File: config.mk
export PLATFORM = sky130hd
export DESIGN_NAME = icf_top
export DESIGN_NICKNAME = d
export VERILOG_FILES = /design/src/icf_pkg.sv /design/src/icf_monitor.sv /design/src/icf_top.sv
export SDC_FILE = /design/constraint.sdc
export NUM_CORES = 1
export LEC_CHECK = 0
export BUFFER_PORTS_ARGS = -buffer_cell sky130_fd_sc_hd__buf_2
export CAP_MARGIN = 40
export CORE_MARGIN = 2
export CORE_UTILIZATION = 35
export DETAILED_ROUTE_END_ITERATION = 8
export PLACE_DENSITY = 0.58
export SETUP_SLACK_MARGIN = 0.05
export SYNTH_ARGS = -nofsm -noshare
export SYNTH_HDL_FRONTEND = slang
export SYNTH_HIERARCHICAL = 1
export SYNTH_SLANG_ARGS = --single-unit
export TNS_END_PERCENT = 50
File: constraint.sdc
create_clock -name aclk -period 3.6 [get_ports aclk]
set_clock_uncertainty 0.05 [all_clocks]
set_input_delay 0.54 -clock aclk [delete_from_list [all_inputs] [get_ports aclk]]
set_output_delay 0.54 -clock aclk [all_outputs]
set_load 0.05 [all_outputs]
File: src/icf_pkg.sv
// Constants shared by the input clock front end: register indices, fields, timing.
// Assumes a 20 MHz aclk and registers reached over an AXI4-Lite slave.
// Operation
// - Edge select bit chooses reference edge: 0 rising, 1 falling.
// - Crystal feed-off bit set withholds the crystal signal from its monitor.
// - Numbered input feed-off bit set withholds that input from its monitor.
// - Crystal input valid only after a full edge-gap-free validation window.
// - Numbered input valid only after a full edge-gap-free validation window.
// - Window codes 0..5 give 1, 4, 16, 64, 256, 1024 cycles.
// - Crystal predivider code 00 divides by 1, code 01 by 2.
// - Numbered input predivider codes 00..11 divide by 1, 2, 4, 8.
// - First crystal pin trim, bits 3 to 0, adds to six picofarads.
// - Second crystal pin trim, bits 7 to 4, adds to six picofarads.
package icf_pkg;
	localparam logic [9:0] IDX_XTAL_CFG = 10'h300;
	localparam logic [9:0] IDX_XTAL_AMP = 10'h301;
	localparam logic [9:0] IDX_XTAL_TRIM = 10'h302;
	localparam logic [9:0] IDX_IN1_CFG = 10'h303;
	localparam logic [9:0] IDX_IN2_CFG = 10'h304;
	localparam logic [9:0] IDX_IN3_CFG = 10'h305;
	localparam logic [9:0] IDX_EVT_STATUS = 10'h306;
	localparam logic [9:0] IDX_EVT_MASK = 10'h307;
	localparam logic [9:0] IDX_LIVE = 10'h308;
	localparam logic [7:0] REG_RST = 8'h00;
	localparam int EDGE_BIT = 6;
	localparam int FEED_BIT = 5;
	localparam int WIN_LSB = 2;
	localparam int DIV_LSB = 0;
	localparam int TRIM_A_LSB = 0;
	localparam int TRIM_B_LSB = 4;
	localparam logic [10:0] WIN_C0 = 11'h001;
	localparam logic [10:0] WIN_C1 = 11'h004;
	localparam logic [10:0] WIN_C2 = 11'h010;
	localparam logic [10:0] WIN_C3 = 11'h040;
	localparam logic [10:0] WIN_C4 = 11'h100;
	localparam logic [10:0] WIN_C5 = 11'h400;
	localparam logic [1:0] RESP_OKAY = 2'h0;
	localparam logic [1:0] RESP_SLVERR = 2'h2;
	localparam int CLK_NS = 50;
	localparam int MISS_TIME_NS = 3200;
	localparam int MISS_CYCLES = (MISS_TIME_NS / CLK_NS < 1) ? 1 : MISS_TIME_NS / CLK_NS;
endpackage : icf_pkg

File: src/icf_monitor.sv
// One clock input: edge select, predivider and activity monitor with validation window.
// Assumes lvl is already synchronised to aclk and changes far slower than aclk.
`timescale 1ns/10ps
module icf_monitor import icf_pkg::*; #(
	parameter bit IS_XTAL = 1'b0,
	parameter int MISS_LIMIT = MISS_CYCLES
) (
	input wire logic aclk,
	input wire logic aresetn,
	input wire logic lvl,
	input wire logic edge_select,
	input wire logic monitor_feed_off,
	input wire logic [2:0] validation_window,
	input wire logic [1:0] input_prediv,
	output logic ref_pulse,
	output logic valid
);
	logic prev;
	logic [15:0] gap;
	logic [10:0] good;
	logic [2:0] div_cnt;
	wire rise = lvl & ~prev;
	wire fall = ~lvl & prev;
	wire sel_edge = edge_select ? fall : rise;
	wire mon_edge = rise & ~monitor_feed_off;
	wire missing = ~mon_edge && (gap >= 16'(MISS_LIMIT - 1));
	logic [10:0] need;
	always_comb begin
		case (validation_window)
			3'h0: need = WIN_C0;
			3'h1: need = WIN_C1;
			3'h2: need = WIN_C2;
			3'h3: need = WIN_C3;
			3'h4: need = WIN_C4;
			default: need = WIN_C5;
		endcase
	end
	// Unused crystal predivider codes fall back to divide-by-1.
	wire [2:0] dmax = IS_XTAL ? {2'h0, input_prediv == 2'h1}
		: 3'((4'h1 << input_prediv) - 4'h1);
	always_ff @(posedge aclk) begin
		if (!aresetn) begin
			prev <= 1'b0;
			gap <= '0;
			good <= '0;
			valid <= 1'b0;
			div_cnt <= '0;
			ref_pulse <= 1'b0;
		end else begin
			prev <= lvl;
			gap <= mon_edge ? 16'h0000 : (missing ? gap : gap + 16'h0001);
			ref_pulse <= sel_edge && (div_cnt >= dmax);
			if (sel_edge)
				div_cnt <= (div_cnt >= dmax) ? 3'h0 : div_cnt + 3'h1;
			if (missing) begin
				good <= '0;
				valid <= 1'b0;
			end else if (mon_edge) begin
				if (good < need)
					good <= good + 11'h001;
				if (good + 11'h001 >= need)
					valid <= 1'b1;
			end
		end
	end

	property p_edge;
		@(posedge aclk) disable iff (!aresetn)
		ref_pulse |-> ($past(edge_select) ? $past(fall) : $past(rise));
	endproperty
	a_edge: assert property (p_edge) else $error("reference pulse on wrong edge");
	property p_feed;
		@(posedge aclk) disable iff (!aresetn)
		monitor_feed_off [*2] |=> !($rose(valid));
	endproperty
	a_feed: assert property (p_feed) else $error("valid rose with monitor fed off");
	property p_feed_n;
		@(posedge aclk) disable iff (!aresetn)
		$rose(monitor_feed_off) |-> ##[1:1000] (!valid || !monitor_feed_off);
	endproperty
	a_feed_n: assert property (p_feed_n) else $error("withheld input kept valid");
	property p_win;
		@(posedge aclk) disable iff (!aresetn)
		$rose(valid) |-> $past(mon_edge) && ($past(good) + 11'h001 >= $past(need));
	endproperty
	a_win: assert property (p_win) else $error("valid before window filled");
	property p_code;
		@(posedge aclk) disable iff (!aresetn)
		need == ((validation_window < 3'h5) ? 11'(11'h1 << (2 * validation_window)) : 11'h400);
	endproperty
	a_code: assert property (p_code) else $error("window length decode wrong");
	property p_div;
		@(posedge aclk) disable iff (!aresetn)
		ref_pulse |-> $past(div_cnt) >= $past(dmax) && $past(dmax) <= (IS_XTAL ? 3'h1 : 3'h7);
	endproperty
	a_div: assert property (p_div) else $error("predivider ratio wrong");
	property p_miss;
		@(posedge aclk) disable iff (!aresetn)
		missing |=> !valid && good == 11'h000;
	endproperty
	a_miss: assert property (p_miss) else $error("missing edge did not restart");
	c_valid: cover property (@(posedge aclk) disable iff (!aresetn) $rose(valid));
	c_lost: cover property (@(posedge aclk) disable iff (!aresetn) $fell(valid));
endmodule : icf_monitor

File: src/icf_top.sv
// Input clock front end: AXI4-Lite registers, pin synchronisers, four input monitors.
// Assumes clock inputs toggle well below half of aclk; faster inputs need a prescaler.
`timescale 1ns/10ps
module icf_top import icf_pkg::*; #(
	parameter int MISS_LIMIT = MISS_CYCLES
) (
	input wire logic aclk,
	input wire logic aresetn,
	input wire logic [11:0] s_axi_awaddr,
	input wire logic s_axi_awvalid,
	output logic s_axi_awready,
	input wire logic [31:0] s_axi_wdata,
	input wire logic [3:0] s_axi_wstrb,
	input wire logic s_axi_wvalid,
	output logic s_axi_wready,
	output logic [1:0] s_axi_bresp,
	output logic s_axi_bvalid,
	input wire logic s_axi_bready,
	input wire logic [11:0] s_axi_araddr,
	input wire logic s_axi_arvalid,
	output logic s_axi_arready,
	output logic [31:0] s_axi_rdata,
	output logic [1:0] s_axi_rresp,
	output logic s_axi_rvalid,
	input wire logic s_axi_rready,
	input wire logic crystal_input,
	input wire logic [2:0] numbered_clock_input,
	output logic [3:0] synth_ref_pulse,
	output logic [3:0] input_valid,
	output logic [7:0] osc_amp_level,
	output logic [3:0] first_pin_cap_trim,
	output logic [3:0] second_pin_cap_trim,
	output logic irq
);
	// Register storage: index 0 is the crystal, 1 to 3 the numbered inputs.
	logic [7:0] in_cfg [4];
	logic [7:0] amp_reg;
	logic [7:0] trim_reg;
	logic [7:0] evt_status;
	logic [7:0] evt_mask;

	// Write channel holding registers; address and data may arrive in either order.
	logic aw_held;
	logic w_held;
	logic [9:0] aw_idx;
	logic [7:0] w_byte;
	logic w_lane0;
	logic ar_busy;

	wire aw_take = s_axi_awvalid & s_axi_awready;
	wire w_take = s_axi_wvalid & s_axi_wready;
	wire ar_take = s_axi_arvalid & s_axi_arready;
	wire do_write = aw_held & w_held & ~s_axi_bvalid;
	wire [9:0] ar_idx = s_axi_araddr[11:2];

	wire wr_xtal = do_write && aw_idx == IDX_XTAL_CFG;
	wire wr_amp = do_write && aw_idx == IDX_XTAL_AMP;
	wire wr_trim = do_write && aw_idx == IDX_XTAL_TRIM;
	wire wr_in1 = do_write && aw_idx == IDX_IN1_CFG;
	wire wr_in2 = do_write && aw_idx == IDX_IN2_CFG;
	wire wr_in3 = do_write && aw_idx == IDX_IN3_CFG;
	wire wr_mask = do_write && aw_idx == IDX_EVT_MASK;
	wire [3:0] wr_cfg = {wr_in3, wr_in2, wr_in1, wr_xtal};
	wire wr_hit = (aw_idx >= IDX_XTAL_CFG) && (aw_idx <= IDX_LIVE);
	wire rd_hit = (ar_idx >= IDX_XTAL_CFG) && (ar_idx <= IDX_LIVE);
	wire rd_status = ar_take && ar_idx == IDX_EVT_STATUS;

	logic [7:0] rd_val;
	always_comb begin
		case (ar_idx)
			IDX_XTAL_CFG: rd_val = in_cfg[0];
			IDX_XTAL_AMP: rd_val = amp_reg;
			IDX_XTAL_TRIM: rd_val = trim_reg;
			IDX_IN1_CFG: rd_val = in_cfg[1];
			IDX_IN2_CFG: rd_val = in_cfg[2];
			IDX_IN3_CFG: rd_val = in_cfg[3];
			IDX_EVT_STATUS: rd_val = evt_status;
			IDX_EVT_MASK: rd_val = evt_mask;
			IDX_LIVE: rd_val = {4'h0, input_valid};
			default: rd_val = 8'h00;
		endcase
	end

	always_ff @(posedge aclk) begin
		if (!aresetn) begin
			s_axi_awready <= 1'b0;
			s_axi_wready <= 1'b0;
			aw_held <= 1'b0;
			w_held <= 1'b0;
			aw_idx <= '0;
			w_byte <= 8'h00;
			w_lane0 <= 1'b0;
			s_axi_bvalid <= 1'b0;
			s_axi_bresp <= RESP_OKAY;
		end else begin
			s_axi_awready <= ~aw_held & ~aw_take & ~s_axi_bvalid;
			s_axi_wready <= ~w_held & ~w_take & ~s_axi_bvalid;
			if (aw_take) begin
				aw_held <= 1'b1;
				aw_idx <= s_axi_awaddr[11:2];
			end
			if (w_take) begin
				w_held <= 1'b1;
				w_byte <= s_axi_wdata[7:0];
				w_lane0 <= s_axi_wstrb[0];
			end
			if (do_write) begin
				aw_held <= 1'b0;
				w_held <= 1'b0;
				s_axi_bvalid <= 1'b1;
				s_axi_bresp <= wr_hit ? RESP_OKAY : RESP_SLVERR;
			end else if (s_axi_bvalid && s_axi_bready) begin
				s_axi_bvalid <= 1'b0;
			end
		end
	end

	// Only byte lane 0 carries register data; other lanes are ignored.
	always_ff @(posedge aclk) begin
		if (!aresetn) begin
			for (int i = 0; i < 4; i++)
				in_cfg[i] <= REG_RST;
			amp_reg <= REG_RST;
			trim_reg <= REG_RST;
			evt_mask <= REG_RST;
		end else if (w_lane0) begin
			for (int i = 0; i < 4; i++)
				if (wr_cfg[i])
					in_cfg[i] <= w_byte & 8'h7f;
			if (wr_amp)
				amp_reg <= w_byte;
			if (wr_trim)
				trim_reg <= w_byte;
			if (wr_mask)
				evt_mask <= w_byte;
		end
	end

	always_ff @(posedge aclk) begin
		if (!aresetn) begin
			s_axi_arready <= 1'b0;
			ar_busy <= 1'b0;
			s_axi_rvalid <= 1'b0;
			s_axi_rdata <= 32'h0000_0000;
			s_axi_rresp <= RESP_OKAY;
		end else begin
			s_axi_arready <= ~ar_busy & ~ar_take;
			if (ar_take) begin
				ar_busy <= 1'b1;
				s_axi_rvalid <= 1'b1;
				s_axi_rdata <= {24'h00_0000, rd_val};
				s_axi_rresp <= rd_hit ? RESP_OKAY : RESP_SLVERR;
			end else if (s_axi_rvalid && s_axi_rready) begin
				s_axi_rvalid <= 1'b0;
				ar_busy <= 1'b0;
			end
		end
	end

	// Pin synchronisers: a new level counts once the second and third stages agree.
	logic [3:0] pin_raw;
	logic [3:0] sync1;
	logic [3:0] sync2;
	logic [3:0] sync3;
	logic [3:0] pin_lvl;
	assign pin_raw = {numbered_clock_input, crystal_input};
	always_ff @(posedge aclk) begin
		if (!aresetn) begin
			sync1 <= 4'h0;
			sync2 <= 4'h0;
			sync3 <= 4'h0;
			pin_lvl <= 4'h0;
		end else begin
			sync1 <= pin_raw;
			sync2 <= sync1;
			sync3 <= sync2;
			for (int i = 0; i < 4; i++)
				if (sync2[i] == sync3[i])
					pin_lvl[i] <= sync3[i];
		end
	end

	logic [3:0] mon_valid;
	logic [3:0] mon_ref;
	for (genvar g = 0; g < 4; g++) begin : g_mon
		icf_monitor #(
			.IS_XTAL(g == 0),
			.MISS_LIMIT(MISS_LIMIT)
		) u_mon (
			.aclk(aclk),
			.aresetn(aresetn),
			.lvl(pin_lvl[g]),
			.edge_select(in_cfg[g][EDGE_BIT]),
			.monitor_feed_off(in_cfg[g][FEED_BIT]),
			.validation_window(in_cfg[g][WIN_LSB +: 3]),
			.input_prediv(in_cfg[g][DIV_LSB +: 2]),
			.ref_pulse(mon_ref[g]),
			.valid(mon_valid[g])
		);
	end

	// Status bits 3..0 flag a validation gained, bits 7..4 a validation lost.
	wire [7:0] evt_set = {input_valid & ~mon_valid, ~input_valid & mon_valid};
	always_ff @(posedge aclk) begin
		if (!aresetn) begin
			evt_status <= REG_RST;
			input_valid <= 4'h0;
			synth_ref_pulse <= 4'h0;
			osc_amp_level <= REG_RST;
			first_pin_cap_trim <= 4'h0;
			second_pin_cap_trim <= 4'h0;
			irq <= 1'b0;
		end else begin
			input_valid <= mon_valid;
			synth_ref_pulse <= mon_ref;
			// A new event in the cycle of the clearing read is kept.
			evt_status <= (rd_status ? 8'h00 : evt_status) | evt_set;
			irq <= |(((rd_status ? 8'h00 : evt_status) | evt_set) & evt_mask);
			osc_amp_level <= amp_reg;
			first_pin_cap_trim <= trim_reg[TRIM_A_LSB +: 4];
			second_pin_cap_trim <= trim_reg[TRIM_B_LSB +: 4];
		end
	end

	property p_trim_a;
		@(posedge aclk) disable iff (!aresetn)
		wr_trim && w_lane0 |=> ##1 first_pin_cap_trim == $past(w_byte[3:0], 2);
	endproperty
	a_trim_a: assert property (p_trim_a) else $error("first pin trim not applied");

	property p_trim_b;
		@(posedge aclk) disable iff (!aresetn)
		wr_trim && w_lane0 |=> ##1 second_pin_cap_trim == $past(w_byte[7:4], 2);
	endproperty
	a_trim_b: assert property (p_trim_b) else $error("second pin trim not applied");

	property p_edge_cfg;
		@(posedge aclk) disable iff (!aresetn)
		wr_xtal && w_lane0 |=> g_mon[0].u_mon.edge_select == $past(w_byte[EDGE_BIT]);
	endproperty
	a_edge_cfg: assert property (p_edge_cfg) else $error("edge select not stored");

	// An answer stands until the master takes it, and no new request is accepted meanwhile.
	property p_b_hold;
		@(posedge aclk) disable iff (!aresetn)
		s_axi_bvalid && !s_axi_bready |=> s_axi_bvalid && $stable(s_axi_bresp);
	endproperty
	a_b_hold: assert property (p_b_hold) else $error("write response dropped early");

	property p_r_hold;
		@(posedge aclk) disable iff (!aresetn)
		s_axi_rvalid && !s_axi_rready |=> s_axi_rvalid && $stable({s_axi_rdata, s_axi_rresp});
	endproperty
	a_r_hold: assert property (p_r_hold) else $error("read data dropped early");

	property p_b_done;
		@(posedge aclk) disable iff (!aresetn)
		s_axi_bvalid && s_axi_bready |=> !s_axi_bvalid;
	endproperty
	a_b_done: assert property (p_b_done) else $error("write response repeated");

	property p_r_done;
		@(posedge aclk) disable iff (!aresetn)
		s_axi_rvalid && s_axi_rready |=> !s_axi_rvalid;
	endproperty
	a_r_done: assert property (p_r_done) else $error("read data repeated");

	property p_aw_shut;
		@(posedge aclk) disable iff (!aresetn)
		s_axi_bvalid |-> !s_axi_awready && !s_axi_wready;
	endproperty
	a_aw_shut: assert property (p_aw_shut) else $error("write accepted during response");

	property p_ar_shut;
		@(posedge aclk) disable iff (!aresetn)
		s_axi_rvalid |-> !s_axi_arready;
	endproperty
	a_ar_shut: assert property (p_ar_shut) else $error("read accepted during response");

	property p_b_after;
		@(posedge aclk) disable iff (!aresetn)
		do_write |=> s_axi_bvalid;
	endproperty
	a_b_after: assert property (p_b_after) else $error("write not answered");

	property p_r_after;
		@(posedge aclk) disable iff (!aresetn)
		ar_take |=> s_axi_rvalid;
	endproperty
	a_r_after: assert property (p_r_after) else $error("read not answered");

	// Addresses outside the register block answer with an error and read as zero.
	property p_r_miss;
		@(posedge aclk) disable iff (!aresetn)
		ar_take && (ar_idx < IDX_XTAL_CFG || ar_idx > IDX_LIVE) |=>
			s_axi_rresp == RESP_SLVERR && s_axi_rdata == 32'h0000_0000;
	endproperty
	a_r_miss: assert property (p_r_miss) else $error("stray read not refused");

	property p_w_miss;
		@(posedge aclk) disable iff (!aresetn)
		do_write && (aw_idx < IDX_XTAL_CFG || aw_idx > IDX_LIVE) |=> s_axi_bresp == RESP_SLVERR;
	endproperty
	a_w_miss: assert property (p_w_miss) else $error("stray write not refused");

	property p_cfg_top;
		@(posedge aclk) disable iff (!aresetn)
		ar_take && ar_idx == IDX_XTAL_CFG |=> s_axi_rdata[31:7] == 25'h000_0000;
	endproperty
	a_cfg_top: assert property (p_cfg_top) else $error("reserved config bit reads set");

	property p_live;
		@(posedge aclk) disable iff (!aresetn)
		ar_take && ar_idx == IDX_LIVE |=> s_axi_rdata == {28'h000_0000, $past(input_valid)};
	endproperty
	a_live: assert property (p_live) else $error("live valid bits misread");

	// Status bits stay set until a clearing read, and a new event always wins over the clear.
	property p_sticky;
		@(posedge aclk) disable iff (!aresetn)
		!rd_status |=> (evt_status & $past(evt_status)) == $past(evt_status);
	endproperty
	a_sticky: assert property (p_sticky) else $error("status bit lost without a read");

	property p_set_wins;
		@(posedge aclk) disable iff (!aresetn)
		|evt_set |=> (evt_status & $past(evt_set)) == $past(evt_set);
	endproperty
	a_set_wins: assert property (p_set_wins) else $error("status event not recorded");

	property p_clear;
		@(posedge aclk) disable iff (!aresetn)
		rd_status && evt_set == 8'h00 |=> evt_status == 8'h00;
	endproperty
	a_clear: assert property (p_clear) else $error("status read did not clear");

	property p_irq;
		@(posedge aclk) disable iff (!aresetn)
		irq == |(evt_status & $past(evt_mask));
	endproperty
	a_irq: assert property (p_irq) else $error("interrupt level disagrees with status");

	property p_sync;
		@(posedge aclk) disable iff (!aresetn)
		((pin_lvl ^ $past(pin_lvl)) & ($past(sync2) ^ $past(sync3))) == 4'h0;
	endproperty
	a_sync: assert property (p_sync) else $error("pin level moved before stages agreed");

	c_irq: cover property (@(posedge aclk) disable iff (!aresetn) $rose(irq));
	c_write: cover property (@(posedge aclk) disable iff (!aresetn) do_write ##1 s_axi_bvalid);
	c_read: cover property (@(posedge aclk) disable iff (!aresetn) ar_take ##1 s_axi_rvalid);
endmodule : icf_top

==> results of run 1 <==
[routing by layer]
metal,vias to the layer above,track usage
met1,4593,0.212
met3,51,0.0202
met2,163,0.260
met4,0,0.0420
met5,-,0
li1,4936,-
[layout make-up]
type	instances	area [µm²]
Timing Repair Buffer	88	465
Inverter	30	113
Clock buffer	39	845
Clock inverter	15	136
Fill cell	3658	21900
Multi-Input combinational cell	1023	6930
Tap cell	468	586
Sequential cell	269	5670
[per-stage QoR]
stage / power (µW) / setup slack [ns]
2_1_floorplan: 3470 / 0.870
3_3_place_gp: 3550 / 0.609
3_5_place_dp: 3550 / 0.568
4_1_cts: 6590 / 0.565
5_1_grt: 6750 / 0.356
6_report: 6500 / 0.558
[logic make-up after synthesis]
family	count (synthesis)	synth area share
muxes	59	0.0494
and+or+nand+nor	559	0.231
AOI/OAI and AO/OA	225	0.120
other	1	0.000288
adders and majority gates	70	0.0672
DFF	269	0.435
buffers and inverters	105	0.0405
xor gates and xnor gates	84	0.0565
[layout by cell type (no fill, tap or decap), types with 8 or more instances in the layout]
cell and n:
nor4_1 12, xor2_1 57, a22o_1 10, buf_2 78, and2_1 80, nand3b_1 8, conb_1 26, xnor2_1 27
nand2b_1 20, nor2_1 133, dfxtp_1 241, nor2b_1 12, o211ai_1 24, mux2_2 13, edfxtp_1 28, nor3_1 15
inv_1 29, nand2_1 106, or3_1 17, clkbuf_16 30, and3_1 66, ha_1 70, a21oi_1 65, o21ai_0 44
or3b_2 8, buf_4 10, nand3_1 32, mux2i_1 43
[power by group]
part	switching, µW	leakage, µW	total [µW]	internal, µW
clock network	1230	0.000480	3010	1780
registers	53.8	0.00224	3130	3070
logic	248	0.00348	362	114
[worst min path at each step]
stage	startpoint	to	slack, ns	depth (start not counted)
5_1_grt	crystal_input	sync1[0]	0.13	2
3_3_place_gp	g_mon[2].u_mon/ref_pulse	synth_ref_pulse[2]	0.37	1
4_1_cts	numbered_clock_input[1]	sync1[2]	0.12	2
2_1_floorplan	sync1[0]	sync2[0]	0.36	1
6_report	crystal_input	sync1[0]	0.15	2
3_5_place_dp	sync1[2]	sync2[2]	0.37	1
==> results.txt, run 1 <==
Status -> complete, no violations
Unrepaired setup endpoints after global routing -> no
Reg clk slew, reported paths -> 0.06 ns
CTS sink count -> 269
RR Endpoint -> g_mon[3].u_mon/good[7]
Met3 Wirelength -> 1.05 mm
CTS tree -> done
Hpwl dp -> 21.4 mm
Row Count -> 70
Layout net count -> 1582
Overflow after GRT -> 0
Hold slack -> 0.149 ns
Fin crit period -> 3.04 ns
Design area -> 0.0147 mm²
Crit. Startpoint -> in_cfg[3][4]
Post-route ant nets -> 0
Die Span Y -> 197 µm
# setup viols final -> 0
Post-synthesis cell area -> 0.0130 mm²
Register area share after synthesis -> 0.435
Max FFs per register -> 64
DR DRC count -> 0
Routability-driven placement congestion ratio -> 0.896
Die footprint -> 0.0388 mm²
Clk Latency, worst-skew pair -> 0.56 ns
Worst hold path class -> in -> reg
R2R Setup Slk -> 0.56 ns
Boundary Pins -> 137
Antenna violations before repair -> 0
Share of the synthesized area in the top cell type -> 0.370
Maxcap violations -> 0
Synth Flop Type -> dfxtp_1
Crit path max-delay family -> compound AO/OA/AOI/OAI gates
WL met2 -> 13.6 mm
Top cells by area, synth -> dfxtp_1 (37%), ha_1 (6.7%), edfxtp_1 (6.5%), and2_1 (3.8%), nor2_1 (3.8%)
Starting Density -> 0.356
Area Growth Syn to Fin -> 13.1%
Critical path required time -> 4.02 ns
Slew Limit Headroom -> 0.423
Setup TNS -> 0 ns
Worst-Margin Slew -> 0.866 ns
Worst path cell trace -> or3b_2 -> ha_1 -> a211o_2 -> a2111oi_4 -> o21ai_4 -> or3_1 -> a21oi_1
Detailed Routing Iterations Pass 1 -> 5
DRT iter0 DRCs -> 601
Largest register by flop count -> g_mon.u_mon/gap
Routed vias -> 9743
Total Wirelength -> 29.9 mm
Post-synth EDFFs -> 28
Core Util, Final -> 0.403
Setup Fix Bufs, Post-CTS -> 0
TritonCTS buffer count -> 29
Cts hold-fix bufs -> 0
CP max-delay cell -> a2111oi_4
Htree depth -> 1
ANT cells -> 0
Layout Cells excl Fill -> 1932
Post-CTS resize count -> 0
First-pass GRT wire length -> 49.7 mm
Crit path depth -> 7
Vias per cell -> 5.04
Asr flop ratio synth -> 0
Met1 wire length -> 14.5 mm
I/O Buffers -> 79
Inst Count DP -> 1878
Share of cells above drive strength 1 -> 0.137
Yosys reg bits -> 269
Critical path class -> reg -> reg
Slowest stage delay, CP -> 0.60 ns
Final period util -> 0.845
Worst Setup EP -> g_mon[3].u_mon/good[7]
LEAKAGE -> 0.00619 µW
CTS Root Cell -> clkbuf_16
R2R Path Start -> in_cfg[3][4]
Pins Over Slew Limit -> 0
Cell taking the most area after synthesis -> dfxtp_1
Placed cell areas -> 0.0138 mm²
Yosys warning total -> 6
GRT Util Overall -> 0.156
Maximum root-to-sink buffer count -> 3
Largest net degree at the start of global routing -> 61
R2r worst-path depth -> 7
Crit path capture type -> register
CP bufs+invs -> 0
Worst Setup Start Kind -> register
Fmax -> 329 MHz
Post-synth cell types -> 80
WL/cell -> 15.5 µm
Top Registers -> g_mon.u_mon/gap: 64 flops, g_mon.u_mon/good: 44 flops, in_cfg: 28 flops
Die X -> 197 µm
CP arrival -> 3.46 ns
Vias in the first global route -> 9640
Max rail drop VDD -> 0.327 mV
CP max FO -> 8
Mapped Cells -> 1372
Max layer used -> met4
Pwr/cell area -> 441 mW/mm²
Commonest cells post-synth -> dfxtp_1 (241), nor2_1 (133), nand2_1 (106), and2_1 (80), ha_1 (70)
Avg Cell Area, Syn -> 9.50 µm²
Core area -> 0.0366 mm²
Final hold vios -> 0
Most frequent cell after synthesis -> dfxtp_1
No activity file was read; power rests on OpenSTA's default activity.
==> inputs of run 2 (changes only) <==
--- a/config.mk
+++ b/config.mk
@@ -5,6 +5,7 @@
 export SDC_FILE = /design/constraint.sdc
 export NUM_CORES = 1
 export LEC_CHECK = 0
+export ABC_AREA = 1
 export BUFFER_PORTS_ARGS = -buffer_cell sky130_fd_sc_hd__buf_2
 export CAP_MARGIN = 40
 export CORE_MARGIN = 2
==> constraint.sdc (replaced) <==
create_clock -name aclk -period 3.05 [get_ports aclk]
set_clock_uncertainty 0.05 [all_clocks]
set_input_delay 0.4575 -clock aclk [delete_from_list [all_inputs] [get_ports aclk]]
set_output_delay 0.4575 -clock aclk [all_outputs]
set_load 0.05 [all_outputs]
==> results.txt, run 2 <==
TritonCTS buffer count -> 31 (+6.9%)
Layout net count -> 2188 (+38%)
Critical path class -> reg -> reg
Routed vias -> 12431 (+28%)
CTS Root Cell -> clkbuf_16
Slew Limit Headroom -> 0.371 (-0.0511)
ANT cells -> 0 (unchanged)
Starting Density -> 0.355 (-0.000646)
Final hold vios -> 0 (unchanged)
Int Power -> 6000 µW (+21%)
Fin crit period -> 2.57 ns (-0.471 ns)
Commonest non-fill, non-tap cells in the layout -> nand2_1 (401), inv_1 (259), nor2_1 (256)
Critical path required time -> 3.51 ns (-0.51 ns)
DRT iter0 DRCs -> 701 (+17%)
Worst-Margin Slew -> 0.933 ns (+0.0668 ns)
Row Count -> 74 (+5.7%)
Detailed Routing Iterations Pass 1 -> 5 (unchanged)
Fmax -> 389 MHz (+18%)
# setup viols final -> 0 (unchanged)
R2R Path Start -> in_cfg[1][3]
Worst Setup Start Kind -> register
Largest register by flop count -> g_mon.u_mon/gap
Die Span Y -> 208 µm (+5.4%)
Boundary Pins -> 137 (unchanged)
Setup Fix Bufs, Post-CTS -> 0 (unchanged)
Yosys reg bits -> 269 (unchanged)
CTS tree -> done
Die X -> 208 µm (+5.4%)
Crit path capture type -> register
WL/cell -> 13.2 µm (-15%)
Final period util -> 0.843 (-0.00192)
Clock share of power -> 0.473 (+0.009)
Crit. Startpoint -> in_cfg[1][3]
Die footprint -> 0.0431 mm² (+11%)
Area Growth Syn to Fin -> 12.9%
Vias per cell -> 4.78 (-5.3%)
Vias in the first global route -> 11778 (+22%)
Most frequent cell after synthesis -> nand2_1
Overflow after GRT -> 0 (unchanged)
Share of the synthesized area in the top cell type -> 0.333 (-0.0377)
Post-route ant nets -> 0 (unchanged)
Reg clk slew, reported paths -> 0.06 ns (about the same)
Unrepaired setup endpoints after global routing -> no
Register area share after synthesis -> 0.390 (-0.0442)
Setup TNS -> 0 ns (unchanged)
Clk Latency, worst-skew pair -> 0.58 ns (+0.02 ns)
GRT Util Overall -> 0.159 (+0.00284)
LEAKAGE -> 0.00734 µW (+19%)
Antenna violations before repair -> 0 (unchanged)
Sequential power share -> 0.464 (-0.017)
Htree depth -> 1 (unchanged)
Asr flop ratio synth -> 0 (unchanged)
CP arrival -> 3.03 ns (-0.43 ns)
Top cells by area, synth -> dfxtp_1 (33%), nand2_1 (10%), inv_1 (6.7%), nor2_1 (6.6%), ha_1 (6.0%)
Commonest non-fill, non-tap cell in the layout -> nand2_1
Max FFs per register -> 64 (unchanged)
Total Wirelength -> 34.4 mm (+15%)
Largest net degree at the start of global routing -> 31 (-49%)
Yosys warning total -> 6 (unchanged)
Commonest cells post-synth -> nand2_1 (401), inv_1 (259), nor2_1 (256), dfxtp_1 (241), a21oi_1 (127)
Cell taking the most area after synthesis -> dfxtp_1
Synth Flop Type -> dfxtp_1
Max rail drop VDD -> 0.402 mV (+23%)
CTS sink count -> 269 (unchanged)
Post-synthesis cell area -> 0.0145 mm² (+11%)
Pwr/cell area -> 486 mW/mm² (+10%)
Core Util, Final -> 0.401 (-0.00140)
Mapped Cells -> 1959 (+43%)
Pins Over Slew Limit -> 0 (unchanged)
Combinational fraction of design power -> 0.063 (+0.007)
Layout filler cell count -> 4208 (+15%)
Share of cells above drive strength 1 -> 0.141 (+0.00487)
Sw Share -> 0.246 (+0.0106)
Status -> complete, no violations
Switch Pwr -> 1960 µW (+28%)
CP max FO -> 18 (+10)
Post-synth EDFFs -> 28 (unchanged)
Maxcap violations -> 0 (unchanged)
Top Registers -> g_mon.u_mon/gap: 64 flops, g_mon.u_mon/good: 44 flops, in_cfg: 28 flops
First-pass GRT wire length -> 57.9 mm (+17%)
Worst hold path class -> in -> reg
Avg Cell Area, Syn -> 7.41 µm² (-22%)
Routability-driven placement congestion ratio -> 0.852 (-5.0%)
Post-synth cell types -> 55 (-31%)
I/O Buffers -> 79 (unchanged)
Core area -> 0.0408 mm² (+12%)
Hpwl dp -> 26.2 mm (+22%)
Maximum root-to-sink buffer count -> 3 (unchanged)
DR DRC count -> 0 (unchanged)
Hold Path Origin -> numbered_clock_input[0]
run 2: cell count changes in the layout (fill, tap and decap cells not counted), moves of 20 or more:
cell,before,now
nand2_1,106,401
nand3_1,32,101
xnor2_1,27,2
o21ai_0,44,97
nor3_1,15,39
and2_1,80,0
mux2i_1,43,3
nand2b_1,20,0
xor2_1,57,25
nor2_1,133,256
a21oi_1,65,127
inv_1,29,259
and3_1,66,1
run 2: power by group through the flow:
stage	Clock, µW	Combinational [µW]	Sequential, µW
after CTS	3860	504	3690
final	3770	503	3700
after detailed placement	0	499	3770
after global placement	0	491	3770
after global routing	4010	564	3700
after floorplan	0	384	3770
run 2: area by class of cell:
cell class,instances,area (µm²),share of cell area
clock buffer,38,852,0.0520
clock inverter,19,190,0.0116
tap,532,666,0.0406
sequential,269,5670,0.346
timing repair buffer,88,468,0.0286
inverter,280,1050,0.0641
multi-input combinational,1377,7490,0.457
run 2: routing by layer:
metal  track usage  part of all wire
met5             0                 0
met2         0.250              0.42
met4        0.0325             0.020
met3        0.0228             0.048
met1         0.231              0.51
run 2: path summary, 6_finish.rpt:
path | end | slack (ns) | cells past startpoint
max | g_mon[1].u_mon/good[1] | 0.48 | 9
min | sync1[1] | 0.02 | 3
max reg2reg | g_mon[1].u_mon/good[1] | 0.48 | 9
min reg2reg | sync2[0] | 0.37 | 2
run 2: critical path, cell delays in order, from the launching register on:
cell      delay (ns)
edfxtp_1        0.57
nand3_1         0.19
ha_1            0.36
a21oi_1         0.17
o21ai_0         0.17
a21boi_2        0.22
nand3_4         0.25
inv_1           0.28
nand2_1         0.10
a21oi_2         0.13
run 2: what timing repair did:
item	CTS	global route
gates resized for setup	0	0
hold buffers	2	0
hold endpoints to repair	2	0
run 2: metrics by stage:
stage / instances / area (µm²) / total power, µW / hold WS (ns) / setup slack (ns)
CTS: 2603 / 16400 / 8060 / 0.000467 / 0.517
finish: 2603 / 16400 / 7970 / 0.0165 / 0.478
detailed placement: 2544 / 15300 / 4270 / 0.356 / 0.535
global placement: 2543 / 15300 / 4260 / 0.354 / 0.515
global route: 2603 / 16400 / 8280 / 0.0198 / 0.133
floorplan: 1984 / 14600 / 4160 / 0.340 / 0.888
run 2: logic make-up after synthesis:
family / after synthesis / share of synthesized area
AO/OA/AOI/OAI: 313 / 0.124
XOR/XNOR: 27 / 0.0163
adder cells (fa/ha/maj): 70 / 0.0604
buffers and inverters: 338 / 0.0995
flip-flops: 269 / 0.390
multiplexers: 3 / 0.00207
other: 1 / 0.000258
AND/OR/NAND/NOR: 938 / 0.307
